## config.mk

```make
export PLATFORM = sky130hd
export DESIGN_NAME = kbc_host_port
export DESIGN_NICKNAME = d
export VERILOG_FILES = /design/src/common/kbc_pkg.sv /design/src/common/kbc_fifo_if.sv /design/src/design/kbc_host_port.sv /design/src/design/kbc_fifo.sv
export SDC_FILE = /design/constraint.sdc
export NUM_CORES = 1
export LEC_CHECK = 0
export BUFFER_PORTS_ARGS = -buffer_cell sky130_fd_sc_hd__buf_2
export CAP_MARGIN = 30
export CORE_MARGIN = 5
export CORE_UTILIZATION = 64
export DETAILED_ROUTE_END_ITERATION = 8
export PLACE_DENSITY = 0.85
export SLEW_MARGIN = 25
export SYNTH_ARGS = -nofsm -noshare
export SYNTH_HDL_FRONTEND = slang
export SYNTH_SLANG_ARGS = --single-unit
```

## constraint.sdc

```tcl
create_clock -name ref_clk -period 7.4 [get_ports ref_clk]
set_clock_uncertainty 0.15 [all_clocks]
set_input_delay 1.48 -clock ref_clk [delete_from_list [all_inputs] [get_ports ref_clk]]
set_output_delay 1.48 -clock ref_clk [all_outputs]
set_load 0.1 [all_outputs]
```

## src/common/kbc_pkg.sv

```systemverilog
// Constants and state type for the keyboard/mouse controller host port block.
// Assumes a single ref_clk domain and synchronous active-low reset.
package kbc_pkg;
  localparam logic [7:0] DATA_PORT = 8'h60;
  localparam logic [7:0] CMD_PORT = 8'h64;
  // Status byte fields
  localparam int ST_OBF = 0;
  localparam int ST_IBF = 1;
  localparam int ST_SYSF = 2;
  localparam int ST_CMD = 3;
  // Command codes
  localparam logic [7:0] CMD_RD_CTRL = 8'h20;
  localparam logic [7:0] CMD_WR_CTRL = 8'h60;
  localparam logic [7:0] CMD_RD_IN = 8'hC0;
  localparam logic [7:0] CMD_RD_OUT = 8'hD0;
  localparam logic [7:0] CMD_RD_TEST = 8'hE0;
  localparam logic [7:0] CMD_LO_BASE = 8'hB0;
  localparam logic [7:0] CMD_HI_BASE = 8'hB8;
  // Output port bits
  localparam int OP_RST = 0;
  localparam int OP_GATE = 1;
  localparam int OP_AUX_DATA = 2;
  localparam int OP_AUX_CLK = 3;
  localparam int OP_KBD_IRQ = 4;
  localparam int OP_AUX_IRQ = 5;
  localparam int OP_KBD_CLK = 6;
  localparam int OP_KBD_DATA = 7;
  // Reset values
  localparam logic [7:0] CTRL_RST = 8'h00;
  localparam logic [7:0] OUTP_RST = 8'hFC;
  localparam logic [5:0] INP_DRV_RST = 6'h3F;
  localparam int FIFO_W = 9;
  localparam int FIFO_D = 16;
  typedef enum logic [1:0] {ST_IDLE, ST_EXEC, ST_WAIT_DATA} kbc_state_e;
endpackage

```

## src/common/kbc_fifo_if.sv

```systemverilog
// Valid/ready stream carrying host writes into the command interpreter.
// Assumes both ends share ref_clk.
interface kbc_fifo_if #(parameter int W = 9);
  logic valid;
  logic ready;
  logic [W-1:0] data;
  modport src (output valid, output data, input ready);
  modport dst (input valid, input data, output ready);
endinterface

```

## src/design/kbc_host_port.sv

```systemverilog
// Host I/O port side of the keyboard/mouse controller: status, data, commands.
// Assumes the host I/O bus is decoded to one-cycle read/write strobes on ref_clk.
// Functional notes
// Reading the command port returns the status byte.
// Every command port write is treated as a command code.
// Data bytes move in both directions only through the data port.
// Command 60h then a data byte loads the control byte.
// Command 20h puts control byte in output buffer and sets full flag.
// Port pins are open-collector; a high bit releases the pin.
// Input port bits 0-5 driven low by B0-B3,B6,B7, high by B8-BB,BE,BF.
// Output bits 2,3 driven low by B4,B5 and high by BC,BD.
// Output bit 0 requests system reset; bit 1 enables upper address gate.
// Output bit 4 drives keyboard full interrupt, bit 5 mouse interrupt.
// Output bit 6 drives keyboard clock, bit 7 keyboard data.
// Test port bit 0 is keyboard clock, bit 1 mouse clock.
// Command C0h copies input port into the output buffer.
// Command D0h copies output port into the output buffer.
// Command E0h copies test port into the output buffer.
// Host writes data port only while input buffer full reads 0.
// Host reads data port only while output buffer full reads 1.
// Data port read returns output buffer; host cannot write it.
// Status bit 0 shows output buffer holds a byte; resets empty.
// Status bit 1 shows a host byte is pending; resets empty.
// A status bit records whether last write was data or command.
// Reading data clears output full; consuming a byte clears input full.
// Any host write to either port sets input full.
module kbc_host_port (
  // Clock and reset
  input wire logic ref_clk,
  input wire logic nrst,
  // Host I/O access
  input wire logic [7:0] io_addr,
  input wire logic io_wr,
  input wire logic io_rd,
  input wire logic [7:0] io_wdata,
  output logic [7:0] io_rdata,
  output logic io_ack,
  output logic wr_full,
  // Input port pins, open-collector
  input wire logic [7:0] in_port_i,
  output logic [7:0] in_port_o,
  output logic [7:0] in_port_oe_n,
  // Output port pins, open-collector
  input wire logic [7:0] out_port_i,
  output logic [7:0] out_port_o,
  output logic [7:0] out_port_oe_n,
  // Test inputs
  input wire logic kbd_clock_sense,
  input wire logic aux_clock_sense,
  // System outputs
  output logic system_reset_request,
  output logic upper_address_gate,
  output logic kbd_full_irq,
  output logic aux_full_irq,
  output logic [7:0] control_byte
);
  typedef struct packed {
    kbc_pkg::kbc_state_e state;
    logic [7:0] cmd;
    logic is_data;
    logic [7:0] ctrl;
    logic [7:0] outp;
    logic [5:0] in_drv;
    logic [7:0] obuf;
    logic output_full_flag;
    logic last_cmd;
    logic [7:0] rdata;
    logic [2:0][7:0] in_sync;
    logic [2:0][1:0] t_sync;
    logic [7:0] in_q;
    logic [1:0] t_q;
  } kbc_state_s;

  kbc_state_s st_r, st_nxt;
  logic wr_acc;
  logic ibf;
  logic [3:0] pin_sel;

  kbc_fifo_if #(.W(kbc_pkg::FIFO_W)) wr_in ();
  kbc_fifo_if #(.W(kbc_pkg::FIFO_W)) wr_out ();

  // Map a B0-BF code onto the port bit it touches; bit 3 flags output port
  function automatic logic [3:0] pin_of(input logic [2:0] low);
    case (low)
      3'h0: pin_of = 4'h0;
      3'h1: pin_of = 4'h1;
      3'h2: pin_of = 4'h2;
      3'h3: pin_of = 4'h3;
      3'h4: pin_of = 4'h8 | 4'h2;
      3'h5: pin_of = 4'h8 | 4'h3;
      3'h6: pin_of = 4'h4;
      default: pin_of = 4'h5;
    endcase
  endfunction

  // Decoded once so the bit tests below select from a plain vector
  assign pin_sel = pin_of(st_r.cmd[2:0]);

  // Writes go through the FIFO; while it is full wr_full is set and further host writes are dropped
  assign wr_acc = io_wr && (io_addr == kbc_pkg::DATA_PORT || io_addr == kbc_pkg::CMD_PORT);
  assign wr_in.valid = wr_acc;
  assign wr_in.data = {io_addr == kbc_pkg::DATA_PORT, io_wdata};
  assign wr_full = !wr_in.ready;
  assign ibf = wr_out.valid || st_r.state == kbc_pkg::ST_EXEC;
  assign wr_out.ready = (st_r.state != kbc_pkg::ST_EXEC);

  kbc_fifo #(.W(kbc_pkg::FIFO_W), .D(kbc_pkg::FIFO_D)) u_fifo (
    .ref_clk(ref_clk),
    .nrst(nrst),
    .in_s(wr_in),
    .out_s(wr_out)
  );

  always_comb begin
    st_nxt = st_r;
    // Three-stage sampling; change accepted once stages two and three agree
    st_nxt.in_sync = {st_r.in_sync[1:0], in_port_i};
    st_nxt.t_sync = {st_r.t_sync[1:0], {aux_clock_sense, kbd_clock_sense}};
    if (st_r.in_sync[1] == st_r.in_sync[2]) st_nxt.in_q = st_r.in_sync[2];
    if (st_r.t_sync[1] == st_r.t_sync[2]) st_nxt.t_q = st_r.t_sync[2];

    // Host read: status at command port, output buffer at data port
    st_nxt.rdata = 8'h00;
    if (io_rd && io_addr == kbc_pkg::CMD_PORT) begin
      st_nxt.rdata[kbc_pkg::ST_OBF] = st_r.output_full_flag;
      st_nxt.rdata[kbc_pkg::ST_IBF] = ibf;
      st_nxt.rdata[kbc_pkg::ST_SYSF] = 1'b1;
      st_nxt.rdata[kbc_pkg::ST_CMD] = st_r.last_cmd;
    end else if (io_rd && io_addr == kbc_pkg::DATA_PORT) begin
      st_nxt.rdata = st_r.obuf;
      st_nxt.output_full_flag = 1'b0;
    end
    if (wr_acc && wr_in.ready)
      st_nxt.last_cmd = (io_addr == kbc_pkg::CMD_PORT);

    case (st_r.state)
      kbc_pkg::ST_IDLE,
      kbc_pkg::ST_WAIT_DATA: begin
        if (wr_out.valid) begin
          st_nxt.cmd = wr_out.data[7:0];
          st_nxt.is_data = wr_out.data[8];
          st_nxt.state = kbc_pkg::ST_EXEC;
          if (wr_out.data[8] && st_r.state != kbc_pkg::ST_WAIT_DATA) st_nxt.state = kbc_pkg::ST_IDLE;
        end
      end
      kbc_pkg::ST_EXEC: begin
        st_nxt.state = kbc_pkg::ST_IDLE;
        if (st_r.is_data) begin
          st_nxt.ctrl = st_r.cmd;
        end else begin

          case (st_r.cmd)
            kbc_pkg::CMD_WR_CTRL: st_nxt.state = kbc_pkg::ST_WAIT_DATA;
            kbc_pkg::CMD_RD_CTRL: begin
              st_nxt.obuf = st_r.ctrl;
              st_nxt.output_full_flag = 1'b1;
            end
            kbc_pkg::CMD_RD_IN: begin
              st_nxt.obuf = st_r.in_q;
              st_nxt.output_full_flag = 1'b1;
            end
            kbc_pkg::CMD_RD_OUT: begin
              st_nxt.obuf = st_r.outp;
              st_nxt.output_full_flag = 1'b1;
            end
            kbc_pkg::CMD_RD_TEST: begin
              st_nxt.obuf = {6'h00, st_r.t_q};
              st_nxt.output_full_flag = 1'b1;
            end
            default: begin
              if (st_r.cmd[7:4] == kbc_pkg::CMD_LO_BASE[7:4]) begin
                if (pin_sel[3])
                  st_nxt.outp[pin_sel[2:0]] = st_r.cmd[3];
                else
                  st_nxt.in_drv[pin_sel[2:0]] = st_r.cmd[3];
              end
            end
          endcase
        end
      end
      default: st_nxt.state = kbc_pkg::ST_IDLE;
    endcase
  end

  always_ff @(posedge ref_clk) begin
    if (!nrst) begin
      st_r <= '0;
      st_r.state <= kbc_pkg::ST_IDLE;
      st_r.ctrl <= kbc_pkg::CTRL_RST;
      st_r.outp <= kbc_pkg::OUTP_RST;
      st_r.in_drv <= kbc_pkg::INP_DRV_RST;
    end else begin
      st_r <= st_nxt;
    end
  end

  assign io_rdata = st_r.rdata;
  assign io_ack = 1'b1;
  assign control_byte = st_r.ctrl;
  // Open-collector: a one releases the pin, a zero pulls it low
  assign in_port_o = 8'h00;
  assign in_port_oe_n = {2'b11, st_r.in_drv};
  assign out_port_o = 8'h00;
  assign out_port_oe_n = st_r.outp;
  assign system_reset_request = st_r.outp[kbc_pkg::OP_RST];
  assign upper_address_gate = st_r.outp[kbc_pkg::OP_GATE];
  assign kbd_full_irq = st_r.outp[kbc_pkg::OP_KBD_IRQ];
  assign aux_full_irq = st_r.outp[kbc_pkg::OP_AUX_IRQ];

  rd_ctrl_a: assert property (@(posedge ref_clk) disable iff (!nrst)
    st_r.state == kbc_pkg::ST_EXEC && !st_r.is_data && st_r.cmd == kbc_pkg::CMD_RD_CTRL
    |=> st_r.output_full_flag && st_r.obuf == $past(st_r.ctrl)) else $error("read control not buffered");
  wr_ctrl_a: assert property (@(posedge ref_clk) disable iff (!nrst)
    st_r.state == kbc_pkg::ST_EXEC && st_r.is_data |=> st_r.ctrl == $past(st_r.cmd))
    else $error("control byte not loaded");
  obf_clear_a: assert property (@(posedge ref_clk) disable iff (!nrst)
    io_rd && io_addr == kbc_pkg::DATA_PORT && !(st_r.state == kbc_pkg::ST_EXEC)
    |=> !st_r.output_full_flag) else $error("output full not cleared");
  status_rd_a: assert property (@(posedge ref_clk) disable iff (!nrst)
    io_rd && io_addr == kbc_pkg::CMD_PORT |=> io_rdata[kbc_pkg::ST_OBF] == $past(st_r.output_full_flag))
    else $error("status read wrong");
  data_rd_a: assert property (@(posedge ref_clk) disable iff (!nrst)
    io_rd && io_addr == kbc_pkg::DATA_PORT |=> io_rdata == $past(st_r.obuf))
    else $error("data read wrong");
  ibf_set_a: assert property (@(posedge ref_clk) disable iff (!nrst)
    wr_acc && wr_in.ready |=> ibf) else $error("input full not set");
  in_copy_a: assert property (@(posedge ref_clk) disable iff (!nrst)
    st_r.state == kbc_pkg::ST_EXEC && !st_r.is_data && st_r.cmd == kbc_pkg::CMD_RD_IN
    |=> st_r.obuf == $past(st_r.in_q)) else $error("input port not copied");
  out_copy_a: assert property (@(posedge ref_clk) disable iff (!nrst)
    st_r.state == kbc_pkg::ST_EXEC && !st_r.is_data && st_r.cmd == kbc_pkg::CMD_RD_OUT
    |=> st_r.obuf == $past(st_r.outp)) else $error("output port not copied");
  pin_low_a: assert property (@(posedge ref_clk) disable iff (!nrst)
    st_r.state == kbc_pkg::ST_EXEC && !st_r.is_data && st_r.cmd == 8'hB4
    |=> !out_port_oe_n[kbc_pkg::OP_AUX_DATA]) else $error("mouse data not driven low");
  cmd_flag_a: assert property (@(posedge ref_clk) disable iff (!nrst)
    wr_acc && wr_in.ready |=> st_r.last_cmd == ($past(io_addr) == kbc_pkg::CMD_PORT))
    else $error("command flag wrong");

  // Pin commands, both directions on both ports
  pin_high_a: assert property (@(posedge ref_clk) disable iff (!nrst)
    st_r.state == kbc_pkg::ST_EXEC && !st_r.is_data && st_r.cmd == 8'hBC
    |=> out_port_oe_n[kbc_pkg::OP_AUX_DATA]) else $error("mouse data not released");

  aux_clk_low_a: assert property (@(posedge ref_clk) disable iff (!nrst)
    st_r.state == kbc_pkg::ST_EXEC && !st_r.is_data && st_r.cmd == 8'hB5
    |=> !out_port_oe_n[kbc_pkg::OP_AUX_CLK]) else $error("mouse clock not driven low");

  in_low_a: assert property (@(posedge ref_clk) disable iff (!nrst)
    st_r.state == kbc_pkg::ST_EXEC && !st_r.is_data && st_r.cmd == 8'hB7
    |=> !in_port_oe_n[5]) else $error("input bit five not driven low");

  in_high_a: assert property (@(posedge ref_clk) disable iff (!nrst)
    st_r.state == kbc_pkg::ST_EXEC && !st_r.is_data && st_r.cmd == 8'hB8
    |=> in_port_oe_n[0]) else $error("input bit zero not released");

  in_top_a: assert property (@(posedge ref_clk) disable iff (!nrst)
    st_r.state == kbc_pkg::ST_EXEC && !st_r.is_data
    |=> in_port_oe_n[7:6] == 2'b11) else $error("input bits six and seven driven");

  // Buffer copies and the pending control write
  test_copy_a: assert property (@(posedge ref_clk) disable iff (!nrst)
    st_r.state == kbc_pkg::ST_EXEC && !st_r.is_data && st_r.cmd == kbc_pkg::CMD_RD_TEST
    |=> st_r.output_full_flag && st_r.obuf == {6'h00, $past(st_r.t_q)}) else $error("test port not copied");

  wait_data_a: assert property (@(posedge ref_clk) disable iff (!nrst)
    st_r.state == kbc_pkg::ST_EXEC && !st_r.is_data && st_r.cmd == kbc_pkg::CMD_WR_CTRL
    |=> st_r.state == kbc_pkg::ST_WAIT_DATA) else $error("control write not armed");

  // A stray data byte must not reach the control byte
  data_drop_a: assert property (@(posedge ref_clk) disable iff (!nrst)
    st_r.state == kbc_pkg::ST_IDLE && wr_out.valid && wr_out.data[8]
    |=> st_r.state == kbc_pkg::ST_IDLE && st_r.ctrl == $past(st_r.ctrl))
    else $error("stray data byte used");

  // Host read port
  rdata_idle_a: assert property (@(posedge ref_clk) disable iff (!nrst)
    !io_rd |=> io_rdata == 8'h00) else $error("read data without read");

  status_ibf_a: assert property (@(posedge ref_clk) disable iff (!nrst)
    io_rd && io_addr == kbc_pkg::CMD_PORT |=> io_rdata[kbc_pkg::ST_IBF] == $past(ibf))
    else $error("pending flag read wrong");

  status_cmd_a: assert property (@(posedge ref_clk) disable iff (!nrst)
    io_rd && io_addr == kbc_pkg::CMD_PORT |=> io_rdata[kbc_pkg::ST_CMD] == $past(st_r.last_cmd))
    else $error("command flag read wrong");

  // A dropped write leaves the command flag alone
  wr_drop_a: assert property (@(posedge ref_clk) disable iff (!nrst)
    wr_acc && !wr_in.ready |=> st_r.last_cmd == $past(st_r.last_cmd))
    else $error("dropped write changed flag");

  // System outputs follow the output port byte
  sys_outs_a: assert property (@(posedge ref_clk) disable iff (!nrst)
    system_reset_request == out_port_oe_n[kbc_pkg::OP_RST]
    && upper_address_gate == out_port_oe_n[kbc_pkg::OP_GATE]) else $error("system outputs wrong");
endmodule

```

## src/design/kbc_fifo.sv

```systemverilog
// Parameterised synchronous FIFO with valid/ready on both sides.
// Assumes one clock and synchronous active-low reset.
module kbc_fifo #(
  parameter int W = 9,
  parameter int D = 16
) (
  // Clock and reset
  input wire logic ref_clk,
  input wire logic nrst,
  // Streams
  kbc_fifo_if.dst in_s,
  kbc_fifo_if.src out_s
);
  localparam int AW = $clog2(D);
  typedef struct packed {
    logic [AW-1:0] wp;
    logic [AW-1:0] rp;
    logic [AW:0] cnt;
  } kbc_fifo_s;
  kbc_fifo_s st_r, st_nxt;
  logic [W-1:0] mem_r [D];
  logic push, pop;

  assign in_s.ready = (st_r.cnt != (AW+1)'(D));
  assign out_s.valid = (st_r.cnt != '0);
  assign out_s.data = mem_r[st_r.rp];
  assign push = in_s.valid && in_s.ready;
  assign pop = out_s.valid && out_s.ready;

  always_comb begin
    st_nxt = st_r;
    if (push) st_nxt.wp = st_r.wp + 1'b1;
    if (pop) st_nxt.rp = st_r.rp + 1'b1;
    st_nxt.cnt = st_r.cnt + (AW+1)'(push) - (AW+1)'(pop);
  end

  always_ff @(posedge ref_clk) begin
    if (!nrst) st_r <= '0;
    else st_r <= st_nxt;
    if (push) mem_r[st_r.wp] <= in_s.data;
  end

  fifo_bound_a: assert property (@(posedge ref_clk) disable iff (!nrst)
    st_r.cnt <= (AW+1)'(D)) else $error("fifo count above depth");
endmodule

```

==> impl_metrics.tcl <==
set metrics [dict create \
    initial_core_util_pct 64.9 \
    critPathSlowestCell "nor2_1" \
    worstSkewPairLatency_ns 0.51 \
    finish.net_count 817 \
    design_area_um2 11200 \
    place_area_um2 10400 \
    coreArea_um2 15800 \
    setup_viol 0 \
    drt_iter0_drc 581 \
    status "complete, no violations" \
    slew_headroom_pct 31.0 \
    synth-seq-area-share_pct 63.2 \
    dr_total_vias 6031 \
    crit_top_cell "nor2_1" \
    ant_nets 0 \
    critPathMaxStageDelay_ns 0.76 \
    dp_hpwl_um 13500 \
    gp_congestion 0.884 \
    drive_gt1_share_pct 19.7 \
    drc 0 \
    fin_tns_setup_ns 0 \
    cp.arrival_ns 4.03 \
    synthesis.area_um2 10300 \
    layout-area-overhead-vs-synth_pct 8.87 \
    dr.pass1.iters 6 \
    die-area_um2 18700 \
    p_leak_nw 4.05 \
    critical_path_class "in2reg" \
    grt_antenna_before_repair 0 \
    grt-ovfl-total 0 \
    grt_pass1_wl_um 32400 \
    fin_crit_sh_pct 51.4 \
    p_per_area_nw_per_um2 316 \
    die-height_um 137 \
    cp_max_fo 17 \
    rsz0062_at_grt "false" \
    start_kind "input pin" \
    cts_tree "done" \
    antennaDiodeCount 0 \
    syn_area_per_cell_um2 13.9 \
    yosys_warnings 0 \
    io_pins 92 \
    clk_path_buf_depth 3 \
    clkSinkCount 252 \
    reg2reg_depth 12 \
    portBuffers 64 \
    synth-seq-cells 252 \
    worst_slew_pin_slew_ns 1.03 \
    nFillCells 1002 \
    required_ns 7.63 \
    synthCells 741 \
    end_kind "flip-flop" \
    postSynth.asyncResetShare_pct 0 \
    timing_hold_violations_final 0 \
    via_per_inst 6.02 \
    grt_max_degree 55 \
    synth_edf_count 144 \
    post_cts_buffers 0 \
    post_cts_resized 0 \
    crit_chain "buf_2 -> nor3_1 -> nand3b_1 -> nor2_1 -> ha_1 -> fa_1 -> a21oi_1 -> o21bai_1 -> xnor2_1 -> nor2_1" \
    hp-class "reg2reg" \
    hold_depth 1 \
    rows 46 \
    max_freq_mhz 263 \
    grtUsageTotal_pct 22.5 \
    first_global_vias 5910 \
    yosysUniqueCellTypes 72 \
    ir_worst_vdd_mv 0.243 \
    holdBufCountCts 0 \
    cts_root_buffer "clkbuf_16" \
    ys.flop_type "edfxtp_1" \
    wl_per_cell_um 20.4 \
    period_needed_ns 3.81 \
    h-tree-depth 1 \
    total_power_w 0.00353 \
    die_width_um 137 \
    max_cap_violations 0 \
    report.final.slew_viol_count 0 \
    routed_wl_um 20500 \
    cts_inserted_buffers 24 \
    clk_pin_slew_ns 0.06 \
]
==> synth_stat cells, types with 8 or more instances <==
cell,n,area [um^2]
edfxtp_1,144,4320
dfxtp_1,108,2160
buf_4,53,398
nor2_1,44,165
and2_1,35,219
mux4_2,34,766
a21oi_1,24,120
inv_1,21,78.8
and3_1,17,106
clkbuf_1,17,63.8
nand3_1,17,85.1
mux2i_1,16,160
xnor2_1,16,140
a211o_1,13,114
a22oi_1,11,82.6
ha_1,11,138
nand2b_1,10,62.6
nand4_1,10,62.6
nand2_1,9,33.8
o211ai_1,9,67.6
o21ai_0,9,45.0
clkinv_1,8,30.0
==> logic make-up (layout without fill, tap and decap cells) <==
group / count (synthesis) / count (layout) / share of synthesized area [%]
compound gates: 104 / 104 / 7.23
flops: 252 / 252 / 63.2
fa+ha+maj: 12 / 12 / 1.54
buf+inv: 113 / 140 / 6.30
xor+xnor: 17 / 17 / 1.45
simple gates: 188 / 188 / 10.9
other cells: 2 / 19 / 0.0732
mux: 53 / 53 / 9.35
==> flip-flops by register name, summed over array words and instances, names as in the netlist, named ones only <==
register / flops
st_nxt: 20
u_fifo.st_r: 13
st_r: 41
io_rdata: 8
out_port_oe_n: 8
control_byte: 8
u_fifo.mem_r: 144
in_port_oe_n: 6
==> area by class of cell <==
| class | instances | area [um^2] | area share [%] |
|---|---|---|---|
| flip-flops and latches | 252 | 6490 | 58.0 |
| multi-input cells | 393 | 3200 | 28.6 |
| well taps | 216 | 270 | 2.42 |
| clock inverters | 7 | 41.3 | 0.369 |
| repair buffers | 66 | 335 | 3.00 |
| clock buffers | 37 | 731 | 6.54 |
| inverters | 30 | 113 | 1.01 |
==> final timing paths <==
path / startpoint / endpoint / slack (ns)
setup / recovery: io_addr[1] / u_fifo.st_r[4] / 3.59
hold / removal: st_nxt[25] / st_nxt[33] / 0.28
setup reg to reg: u_fifo.st_r[3] / u_fifo.st_r[4] / 4.11
hold reg to reg: st_nxt[25] / st_nxt[33] / 0.28
==> through the flow <==
stage	hold WS, ns	utilization [%]	cells	setup slack, ns
floorplan	0.262	-	758	3.91
global route	0.306	70.6	1001	3.35
finish	0.281	70.6	1001	3.59
CTS	0.287	70.6	1001	3.65
detailed placement	0.271	65.7	957	3.12
global placement	0.275	65.7	957	3.34
==> where the power goes <==
part           internal [W]  leakage, nW  switching [W]  total, W
Clock              0.000680        0.382       0.000493   0.00117
Combinational      0.000287         1.47       0.000426  0.000713
Sequential          0.00154         2.19       0.000107   0.00165
==> routing by layer <==
metal / track usage [%] / share of wire, % / vias to the layer above / routed length [um]
met1: 30.3 / 38 / 2955 / 7750
met2: 38.5 / 51 / 286 / 10400
met3: 3.82 / 8.9 / 45 / 1810
met5: 0 / 0 / - / 0
met4: 5.66 / 2.3 / 0 / 476
li1: - / - / 2745 / -
==> critical path: cells and delay by family <==
family                   cells  cell delay (ns)
XOR/XNOR                     1             0.14
AND/OR/NAND/NOR              4             1.55
adder cells (fa/ha/maj)      2             0.53
buffers and inverters        1             0.09
AO/OA/AOI/OAI                2             0.24
==> layout by cell type (no fill, tap or decap), types with 8 or more instances in the layout <==
master,Yosys,layout
nand2_1,9,9
mux2i_1,16,16
clkbuf_16,0,25
nor2_1,44,43
conb_1,2,19
xnor2_1,16,16
buf_2,7,64
o211ai_1,9,9
inv_1,21,21
o21ai_0,9,9
dfxtp_1,108,107
mux4_2,34,34
clkinv_1,8,8
nand2b_1,10,10
a211o_1,13,13
nand4_1,10,10
ha_1,11,11
a22oi_1,11,11
and2_1,35,35
a21oi_1,24,24
nand3_1,17,17
and3_1,17,17
edfxtp_1,144,144
No activity file was read; power rests on OpenSTA's default activity.
